<file path="src/pcw_pkg.sv">
package pcw_pkg;

  // -----------------------------------------------------------------
  // command word field positions
  // -----------------------------------------------------------------
  localparam int INIT_REQ4_BIT     = 0;
  localparam int INIT_SINGLE_BIT   = 1;
  localparam int INIT_INTERVAL_BIT = 2;
  localparam int INIT_LEVEL_BIT    = 3;
  localparam int SEL_BIT4          = 4;
  localparam int SEL_BIT3          = 3;
  localparam int MODE_PROC_BIT     = 0;
  localparam int MODE_AUTO_END_BIT = 1;
  localparam int MODE_ROLE_BIT     = 2;
  localparam int MODE_BUF_BIT      = 3;
  localparam int MODE_NEST_BIT     = 4;
  localparam int CMD_LEVEL_SEL_BIT = 6;
  localparam int CMD_END_BIT       = 5;
  localparam int CMD_ROTATE_BIT    = 7;
  localparam int READ_TARGET_BIT   = 0;
  localparam int READ_ENABLE_BIT   = 1;
  localparam int READ_POLL_BIT     = 2;
  localparam int READ_SMASK_BIT    = 5;
  localparam int READ_SMASK_EN_BIT = 6;
  localparam int PAGE_LO_MSB       = 7;
  localparam int PAGE_LO_LSB       = 5;
  localparam int VEC_MSB           = 7;
  localparam int VEC_LSB           = 3;
  localparam int LEVEL_MSB         = 2;
  localparam int LEVEL_LSB         = 0;
  localparam int PAGE_A5           = 0;
  localparam int PAGE_A7           = 2;
  localparam int PAGE_A8           = 3;
  localparam int PAGE_A15          = 10;

  // -----------------------------------------------------------------
  // reset values and constants
  // -----------------------------------------------------------------
  localparam logic [7:0]  BYTE_ZERO     = 8'h00;
  localparam logic [2:0]  LEVEL_ZERO    = 3'h0;
  localparam logic [2:0]  LOWEST_INIT   = 3'h7;
  localparam logic [10:0] PAGE_ZERO     = 11'h000;
  localparam logic [4:0]  VEC_ZERO      = 5'h00;
  localparam logic        READ_SEL_INIT = 1'b1;

  typedef enum logic [3:0] {
    PCW_READY = 4'h1,
    PCW_BASE  = 4'h2,
    PCW_CASC  = 4'h4,
    PCW_MODE  = 4'h8
  } pcw_state_t;

endpackage : pcw_pkg

</file>
<file path="src/pcw_prog.sv">
// What this block does
// - Fourth word expected only if first word requests it; vector mode needs it.
// - Single-device flag set skips cascade word; cleared expects it.
// - Call mode interval flag: 4 locations when set, 8 when cleared.
// - Level-trigger flag 1 disables edge detection on all request inputs.
// - Call address: page bits A5-A15 programmed, A0-A4 inserted by device.
// - Vector byte: five programmed high bits, three low bits are level.
// - Master cascade word bit n set means slave on request input n.
// - Master drives byte 1, then selects slave over cascade lines.
// - Slave keeps 3-bit identity and answers only on matching cascade input.
// - Cascade word accepted only when single-device flag is 0.
// - Fourth word accepted only when requested; five bits used, upper zero.
// - Processor-mode bit: 0 call mode, 1 vector mode.
// - Auto-end bit ends each interrupt without a host command.
// - Buffered mode: master/slave bit 1 master, 0 slave; else ignored.
// - Buffer bit 1 turns dual-purpose pin into buffer enable output.
// - Special-nesting bit 1 selects special fully nested operation.
// - First operational word loads mask; special mask also masks in-service.
// - Level-select 1 makes level bits name target; set-priority makes it lowest.
// - Rotate bit applies rotation with end and level-select bits.
// - Read select 0 in-service, 1 request; read-enable applies, persists.
// - Poll bit 1 selects polling mode.
// - Special-mask enable 1 lets special-mask bit set or clear mode.
// - Address low with bit 4 set restarts init, resets edge, mask, special mask.
// - Without fourth word: non-buffered, no auto end, call mode.
`timescale 1ns/1ps
`default_nettype none

module pcw_prog
  import pcw_pkg::*;
(
  input  wire logic       clk_sys,
  input  wire logic       resetn,
  input  wire logic       wr_strobe,
  input  wire logic       port_select_line,
  input  wire logic [7:0] wr_data,
  input  wire logic       role_pin_in,
  input  wire logic [2:0] cascade_lines_in,
  output logic            edge_reset_pulse,
  output logic            level_trigger_sel,
  output logic            address_interval_sel,
  output logic            single_device_flag,
  output logic [10:0]     page_bits,
  output logic [4:0]      vector_high_bits,
  output logic [7:0]      slave_present_bits,
  output logic [2:0]      slave_identity,
  output logic            is_master,
  output logic            slave_selected,
  output logic            processor_mode_sel,
  output logic            auto_end_sel,
  output logic            buffered_mode,
  output logic            special_nesting_sel,
  output logic            role_pin_oe,
  output logic [7:0]      mask_bits,
  output logic            special_mask_mode,
  output logic            read_target_sel,
  output logic            poll_mode,
  output logic            cmd_valid,
  output logic            end_of_interrupt_bit,
  output logic            level_select_bit,
  output logic            rotate_bit,
  output logic [2:0]      level_bits,
  output logic            init_done
);

  // -----------------------------------------------------------------
  // input synchronisers
  // -----------------------------------------------------------------
  logic       wr_s1_reg, wr_s2_reg, wr_s3_reg;
  logic       psel_s1_reg, psel_s2_reg;
  logic [7:0] d_s1_reg, d_s2_reg;
  logic       role_s1_reg, role_s2_reg;
  logic [2:0] cas_s1_reg, cas_s2_reg;

  always_ff @(posedge clk_sys or negedge resetn) begin
    if (!resetn) begin
      wr_s1_reg  <= 1'b0;
      wr_s2_reg  <= 1'b0;
      wr_s3_reg  <= 1'b0;
      psel_s1_reg <= 1'b0;
      psel_s2_reg <= 1'b0;
      d_s1_reg   <= BYTE_ZERO;
      d_s2_reg   <= BYTE_ZERO;
      role_s1_reg <= 1'b0;
      role_s2_reg <= 1'b0;
      cas_s1_reg <= LEVEL_ZERO;
      cas_s2_reg <= LEVEL_ZERO;
    end else begin
      wr_s1_reg  <= wr_strobe;
      wr_s2_reg  <= wr_s1_reg;
      wr_s3_reg  <= wr_s2_reg;
      psel_s1_reg <= port_select_line;
      psel_s2_reg <= psel_s1_reg;
      d_s1_reg   <= wr_data;
      d_s2_reg   <= d_s1_reg;
      role_s1_reg <= role_pin_in;
      role_s2_reg <= role_s1_reg;
      cas_s1_reg <= cascade_lines_in;
      cas_s2_reg <= cas_s1_reg;
    end
  end

  // -----------------------------------------------------------------
  // write decode
  // -----------------------------------------------------------------
  logic wr_go;
  logic is_init_word;
  logic is_cmd_word;
  logic is_read_word;
  logic hi_wr;

  assign wr_go        = wr_s2_reg && !wr_s3_reg;
  assign is_init_word = wr_go && !psel_s2_reg && d_s2_reg[SEL_BIT4];
  assign is_cmd_word  = wr_go && !psel_s2_reg && !d_s2_reg[SEL_BIT4] && !d_s2_reg[SEL_BIT3];
  assign is_read_word = wr_go && !psel_s2_reg && !d_s2_reg[SEL_BIT4] && d_s2_reg[SEL_BIT3];
  assign hi_wr        = wr_go && psel_s2_reg;

  // -----------------------------------------------------------------
  // initialization sequencer
  // -----------------------------------------------------------------
  pcw_state_t state_reg;
  logic       fourth_req_reg;
  logic       ms_reg;

  always_ff @(posedge clk_sys or negedge resetn) begin
    if (!resetn) begin
      state_reg <= PCW_READY;
      init_done <= 1'b0;
    end else if (is_init_word) begin
      state_reg <= PCW_BASE;
      init_done <= 1'b0;
    end else if (hi_wr) begin
      case (state_reg)
        PCW_BASE: begin
          if (!single_device_flag) begin
            state_reg <= PCW_CASC;
          end else if (fourth_req_reg) begin
            state_reg <= PCW_MODE;
          end else begin
            state_reg <= PCW_READY;
            init_done <= 1'b1;
          end
        end
        PCW_CASC: begin
          if (fourth_req_reg) begin
            state_reg <= PCW_MODE;
          end else begin
            state_reg <= PCW_READY;
            init_done <= 1'b1;
          end
        end
        PCW_MODE: begin
          state_reg <= PCW_READY;
          init_done <= 1'b1;
        end
        default: begin
          state_reg <= PCW_READY;
        end
      endcase
    end
  end

  // -----------------------------------------------------------------
  // first and second initialization words
  // -----------------------------------------------------------------
  always_ff @(posedge clk_sys or negedge resetn) begin
    if (!resetn) begin
      fourth_req_reg       <= 1'b0;
      single_device_flag   <= 1'b0;
      address_interval_sel <= 1'b0;
      level_trigger_sel    <= 1'b0;
      edge_reset_pulse     <= 1'b0;
      page_bits            <= PAGE_ZERO;
      vector_high_bits     <= VEC_ZERO;
    end else begin
      edge_reset_pulse <= is_init_word;
      if (is_init_word) begin
        fourth_req_reg       <= d_s2_reg[INIT_REQ4_BIT];
        single_device_flag   <= d_s2_reg[INIT_SINGLE_BIT];
        address_interval_sel <= d_s2_reg[INIT_INTERVAL_BIT];
        level_trigger_sel    <= d_s2_reg[INIT_LEVEL_BIT];
        page_bits[PAGE_A7:PAGE_A5] <= d_s2_reg[PAGE_LO_MSB:PAGE_LO_LSB];
      end
      if (hi_wr && state_reg == PCW_BASE) begin
        page_bits[PAGE_A15:PAGE_A8] <= d_s2_reg;
        vector_high_bits            <= d_s2_reg[VEC_MSB:VEC_LSB];
      end
    end
  end

  // -----------------------------------------------------------------
  // cascade word and slave match
  // -----------------------------------------------------------------
  always_ff @(posedge clk_sys or negedge resetn) begin
    if (!resetn) begin
      slave_present_bits <= BYTE_ZERO;
      slave_identity     <= LEVEL_ZERO;
      is_master          <= 1'b0;
      slave_selected     <= 1'b0;
    end else begin
      if (hi_wr && state_reg == PCW_CASC) begin
        slave_present_bits <= d_s2_reg;
        slave_identity     <= d_s2_reg[LEVEL_MSB:LEVEL_LSB];
      end
      is_master      <= buffered_mode ? ms_reg : role_s2_reg;
      slave_selected <= !is_master && !single_device_flag &&
                        (cas_s2_reg == slave_identity);
    end
  end

  // -----------------------------------------------------------------
  // fourth initialization word
  // -----------------------------------------------------------------
  always_ff @(posedge clk_sys or negedge resetn) begin
    if (!resetn) begin
      processor_mode_sel  <= 1'b0;
      auto_end_sel        <= 1'b0;
      ms_reg              <= 1'b0;
      buffered_mode       <= 1'b0;
      special_nesting_sel <= 1'b0;
      role_pin_oe         <= 1'b0;
    end else begin
      if (is_init_word) begin
        processor_mode_sel  <= 1'b0;
        auto_end_sel        <= 1'b0;
        ms_reg              <= 1'b0;
        buffered_mode       <= 1'b0;
        special_nesting_sel <= 1'b0;
      end else if (hi_wr && state_reg == PCW_MODE) begin
        processor_mode_sel  <= d_s2_reg[MODE_PROC_BIT];
        auto_end_sel        <= d_s2_reg[MODE_AUTO_END_BIT];
        ms_reg              <= d_s2_reg[MODE_ROLE_BIT];
        buffered_mode       <= d_s2_reg[MODE_BUF_BIT];
        special_nesting_sel <= d_s2_reg[MODE_NEST_BIT];
      end
      role_pin_oe <= buffered_mode;
    end
  end

  // -----------------------------------------------------------------
  // operational words
  // -----------------------------------------------------------------
  always_ff @(posedge clk_sys or negedge resetn) begin
    if (!resetn) begin
      mask_bits         <= BYTE_ZERO;
      special_mask_mode <= 1'b0;
      read_target_sel   <= READ_SEL_INIT;
      poll_mode         <= 1'b0;
    end else begin
      poll_mode <= 1'b0;
      if (is_init_word) begin
        mask_bits         <= BYTE_ZERO;
        special_mask_mode <= 1'b0;
        read_target_sel   <= READ_SEL_INIT;
      end else begin
        if (hi_wr && state_reg == PCW_READY) begin
          mask_bits <= d_s2_reg;
        end
        if (is_read_word) begin
          if (d_s2_reg[READ_ENABLE_BIT]) begin
            read_target_sel <= d_s2_reg[READ_TARGET_BIT];
          end
          if (d_s2_reg[READ_SMASK_EN_BIT]) begin
            special_mask_mode <= d_s2_reg[READ_SMASK_BIT];
          end
          poll_mode <= d_s2_reg[READ_POLL_BIT];
        end
      end
    end
  end

  always_ff @(posedge clk_sys or negedge resetn) begin
    if (!resetn) begin
      cmd_valid            <= 1'b0;
      end_of_interrupt_bit <= 1'b0;
      level_select_bit     <= 1'b0;
      rotate_bit           <= 1'b0;
      level_bits           <= LOWEST_INIT;
    end else begin
      cmd_valid <= is_cmd_word;
      if (is_init_word) begin
        level_bits <= LOWEST_INIT;
      end else if (is_cmd_word) begin
        end_of_interrupt_bit <= d_s2_reg[CMD_END_BIT];
        level_select_bit     <= d_s2_reg[CMD_LEVEL_SEL_BIT];
        rotate_bit           <= d_s2_reg[CMD_ROTATE_BIT];
        level_bits           <= d_s2_reg[LEVEL_MSB:LEVEL_LSB];
      end
    end
  end

  // -----------------------------------------------------------------
  // checks
  // -----------------------------------------------------------------
  chk_init_clears_mask: assert property (@(posedge clk_sys) disable iff (!resetn)
    is_init_word |=> (mask_bits == BYTE_ZERO) && !special_mask_mode && edge_reset_pulse)
    else $error("init word did not clear mask state");
  chk_single_skips_cas: assert property (@(posedge clk_sys) disable iff (!resetn)
    (hi_wr && state_reg == PCW_BASE && single_device_flag) |=> state_reg != PCW_CASC)
    else $error("cascade word expected in single mode");
  chk_mode_defaults: assert property (@(posedge clk_sys) disable iff (!resetn)
    is_init_word |=> !processor_mode_sel && !auto_end_sel && !buffered_mode)
    else $error("fourth word defaults not restored");
  chk_mode_needs_req: assert property (@(posedge clk_sys) disable iff (!resetn)
    (state_reg == PCW_MODE) |-> fourth_req_reg)
    else $error("fourth word state without request");
  chk_mask_load: assert property (@(posedge clk_sys) disable iff (!resetn)
    (hi_wr && state_reg == PCW_READY) |=> mask_bits == $past(d_s2_reg))
    else $error("mask word not loaded");
  chk_smask_gate: assert property (@(posedge clk_sys) disable iff (!resetn)
    (is_read_word && !d_s2_reg[READ_SMASK_EN_BIT]) |=> $stable(special_mask_mode))
    else $error("special mask changed without enable");
  chk_read_persist: assert property (@(posedge clk_sys) disable iff (!resetn)
    (is_read_word && !d_s2_reg[READ_ENABLE_BIT] && !is_init_word) |=> $stable(read_target_sel))
    else $error("read select changed without read enable");
  chk_read_select: assert property (@(posedge clk_sys) disable iff (!resetn)
    (is_read_word && d_s2_reg[READ_ENABLE_BIT]) |=> read_target_sel == $past(d_s2_reg[READ_TARGET_BIT]))
    else $error("read select not applied");
  chk_cascade_load: assert property (@(posedge clk_sys) disable iff (!resetn)
    (hi_wr && state_reg == PCW_CASC) |=> (slave_present_bits == $past(d_s2_reg)) &&
      (slave_identity == $past(d_s2_reg[LEVEL_MSB:LEVEL_LSB])))
    else $error("cascade word not loaded");
  chk_mode_load: assert property (@(posedge clk_sys) disable iff (!resetn)
    (hi_wr && state_reg == PCW_MODE) |=> (processor_mode_sel == $past(d_s2_reg[MODE_PROC_BIT])) &&
      (auto_end_sel == $past(d_s2_reg[MODE_AUTO_END_BIT])) && (special_nesting_sel == $past(d_s2_reg[MODE_NEST_BIT])))
    else $error("fourth word fields not loaded");
  chk_role_select: assert property (@(posedge clk_sys) disable iff (!resetn)
    buffered_mode |=> (is_master == $past(ms_reg)))
    else $error("buffered role not taken from fourth word");
  chk_slave_match: assert property (@(posedge clk_sys) disable iff (!resetn)
    slave_selected |-> ($past(cas_s2_reg) == $past(slave_identity)) && !$past(is_master))
    else $error("slave selected without identity match");
  chk_poll_pulse: assert property (@(posedge clk_sys) disable iff (!resetn)
    poll_mode |-> $past(is_read_word && d_s2_reg[READ_POLL_BIT]))
    else $error("poll pulse without poll command");
  chk_cmd_fields: assert property (@(posedge clk_sys) disable iff (!resetn)
    is_cmd_word |=> cmd_valid && (level_bits == $past(d_s2_reg[LEVEL_MSB:LEVEL_LSB])))
    else $error("command word fields not loaded");
  chk_buf_pin: assert property (@(posedge clk_sys) disable iff (!resetn)
    buffered_mode |=> role_pin_oe)
    else $error("buffer enable pin not driven");

endmodule // pcw_prog

`default_nettype wire

</file>
<file path="config.mk">
export PLATFORM = sky130hd
export DESIGN_NAME = pcw_prog
export DESIGN_NICKNAME = d
export VERILOG_FILES = /design/src/pcw_pkg.sv /design/src/pcw_prog.sv
export SDC_FILE = /design/constraint.sdc
export NUM_CORES = 1
export LEC_CHECK = 0
export BUFFER_PORTS_ARGS = -buffer_cell sky130_fd_sc_hd__buf_2
export CAP_MARGIN = 20
export CORE_MARGIN = 2
export CORE_UTILIZATION = 52
export DETAILED_ROUTE_END_ITERATION = 7
export PLACE_DENSITY = 0.82
export SLEW_MARGIN = 20
export SYNTH_ARGS = -nofsm -noshare
export SYNTH_HDL_FRONTEND = slang
export SYNTH_SLANG_ARGS = --single-unit
</file>
<file path="constraint.sdc">
create_clock -name clk_sys -period 1.73 [get_ports clk_sys]
set_input_delay 0.346 -clock clk_sys [delete_from_list [all_inputs] [get_ports clk_sys]]
set_output_delay 0.346 -clock clk_sys [all_outputs]
set_load 0.005 [all_outputs]
</file>
==> summary.md <==
| Metric | Value |
|---|---|
| # setup viols final | 0 |
| Vias | 1945 |
| Clock Skew | 0.009173 ns |
| DRC Markers | 0 |
| Fin Setup TNS | 0 ns |
| Max stage delay cell, worst path | dfstp_2 |
| CP Max Fanout | 7 |
| I/O Pins | between 70 and 80 |
| Static Leak | between 0.002 and 0.0025 µW |
| Final Cycle Share | 92.17% |
| Dpl hpwl | 4056 µm |
| Slew headroom | 70.78% |
| Die width | 81.34 µm |
| Ys flop type | dfrtp_1 |
| Tot GR Track Use | just over 20% |
| Syn Inst Count | 215 |
| Total power | 4791 µW |
| Failing checks | hold timing |
| TritonCTS buffer count | 9 |
| Synth cell types | 42 |
| Hold slack final | -0.004571 ns |
| Initial DRC count | 112 |
| N_diodes | 0 |
| First-pass GRT wire length | just under 10000 µm |
| PwrDens | 1278 nW/µm² |
| Vias in the first global route | a little under 2000 |
| Worst-path clk slew | 0.09 ns |
| Multi-input gate area | 888.4 µm² |
| Avg Cell Area, Syn | 14.47 µm² |
| Row count | 28 |
| Post-synthesis register bit count | 84 |
| CP max stage delay | 0.60 ns |
| Crit path kind | reg -> reg |
| Worst min path class | in -> async |
| Routed WL | roughly 6000 µm |
| Post-synth EDFFs | 0 |
| Sequential area share after synthesis | 67.78% |
| Final hold vios | 3 |
| Largest register FFs | 11 |
| Most frequent cells in the layout | dfrtp_1 (78), buf_2 (71), mux2_1 (19) |
| # fillers | 433 |
| Seq. cell area | 2110 µm² |
| Die Y-Extent | 81.34 µm |
| DR pass1 iterations | 4 |
| Worst-Skew Late Latency | 0.36 ns |
| CTS Sinks | 84 |
| Place WS | 0.1516 ns |
| Ys async rst share | 100.0% |
| Final nets | 304 |
| CP startpoint kind | flop |
| Final Max Tran Viols | 0 |
| Post-route ant nets | 0 |
| Required @ worst endpoint | just under 2 ns |
| Routability cong. | 0.7991 |
| Pin count of the biggest net entering global routing | 85 |
| Worst-Margin Slew | 0.4382 ns |
| DIE AREA | 6616 µm² |
| Drt wl/cell | 16.72 µm |
| Core area | 5851 µm² |
| Area growth, synth to finish | 20.56% |
| Root Buffer | clkbuf_8 |
| Htree depth | 3 |
| Status | complete, but fails checks |
| Layout cells sized above 1 | about two fifths |
| Biggest register | page_bits |
| CP cell instances | nor4b_4 -> nand3_2 -> mux2i_1 -> nor2_1 |
| Vias per inst | 5.285 |
| Arrival @ worst endpoint | between 1.5 and 2 ns |
| Total grt overflow | 0 |
| Worst VDD drop | 0.0006545 V |
| Worst Slack Setup Final | 0.1354 ns |
| Antenna violations before repair | 0 |
| Critical path capture point type | flop |
| CTS max path bufs | 2 |
| Synth warn | 0 |
| CTS tree | built |
| Initial Util | 53.17% |
| Input/output buffers | between 70 and 80 |
| Max-cap violations | 0 |
| Fmax | 627.1 MHz |
| Area of the mapped netlist | a little over 3000 µm² |
| Tmin final | between 1.5 and 2 ns |
| RSZ-0062 raised after global routing | no |
| Most common cell after layout, fill and taps aside | dfrtp_1 |
| Post-Syn Nets | around 230 |
path summary, 6_finish.rpt:
| path | depth (start not counted) | startpoint | slack, ns | end |
|---|---|---|---|---|
| min in group clk_sys | 1 | wr_data[6] | 0.09 | d_s1_reg[6] |
| min reg2reg | 0 | d_s1_reg[5] | 0.35 | d_s2_reg[5] |
| max reg2reg | 4 | state_reg[0] | 0.14 | mask_bits[3] |
| max in group asynchronous | 2 | resetn | 1.35 | read_target_sel |
| min | 2 | resetn | -0.005 | mask_bits[0] |
| max | 4 | state_reg[0] | 0.14 | mask_bits[3] |
timing repair:
action | in CTS | in global routing
endpoints found under the setup margin | 0 | 4
hold endpoints to repair | 0 | 0
hold buffers | 0 | 0
resized for setup | 0 | 1
buffers inserted | 0 | 0
worst max-delay path, delay by kind of cell, from the launching register on:
family	cells	cell delay [ns]
flip-flops	1	0.60
multiplexers	1	0.25
AND/OR/NAND/NOR	3	0.61
through the flow:
step                      area [µm²]  util (%)  cells
after floorplan                 3110         -    215
after detailed placement        3515     60.07    352
after CTS                       3749     64.07    368
final                           3750     64.09    368
after global routing            3750     64.09    368
after global placement          3515     60.07    352
cells in the mapped netlist, types with 3 or more instances:
cell | n | area (µm²)
o21ai_0 | 3 | 15.01
buf_4 | 8 | 60.06
dfstp_2 | 5 | 131.4
a21oi_1 | 3 | 15.01
nand2_1 | 16 | 60.06
buf_2 | 4 | 20.02
nand3_1 | 5 | 25.02
mux2_1 | 19 | 214.0
mux2_2 | 6 | 67.56
dfrtp_1 | 79 | 1977
nor2_1 | 14 | 52.55
mux2i_1 | 13 | 130.1
inv_1 | 3 | 11.26
where the power goes:
group / internal (µW) / total, µW / leakage (µW) / switching, µW
Clock: 897 / 1600 / 0.000120 / 699
Sequential: 2250 / 2470 / 0.00104 / 222
Combinational: 396 / 722 / 0.000840 / 326
Total: 3540 / 4790 / 0.00200 / 1250
cell type report:
class                           count  share of cell area [%]
Clock buffer                       11                   4.037
Clock inverter                      5                   2.202
Inverter                            5                  0.5005
Multi-Input combinational cell    112                   23.69
Sequential cell                    84                   56.26
Tap cell                           75                   2.503
Timing Repair Buffer               76                   10.81
routing by layer:
metal  share of wire, %  up-vias  track usage [%]  wire length [µm]
met4                1.8        0            8.305               111
met1                 42      999            27.31              2611
met3                6.1       11            6.667               377
met5                  0        -                0                 0
li1                   -      874                -                 -
met2                 50       61            32.13              3052
cell families after synthesis:
| group | count (synthesis) | synth area share, % |
|---|---|---|
| AND/OR/NAND/NOR | 53 | 10.38 |
| flip-flops | 84 | 67.78 |
| multiplexers | 38 | 13.23 |
| XOR/XNOR | 3 | 0.8449 |
| AO/OA/AOI/OAI | 18 | 4.103 |
| buffers and inverters | 19 | 3.661 |
No activity file was read; power rests on OpenSTA's default activity.
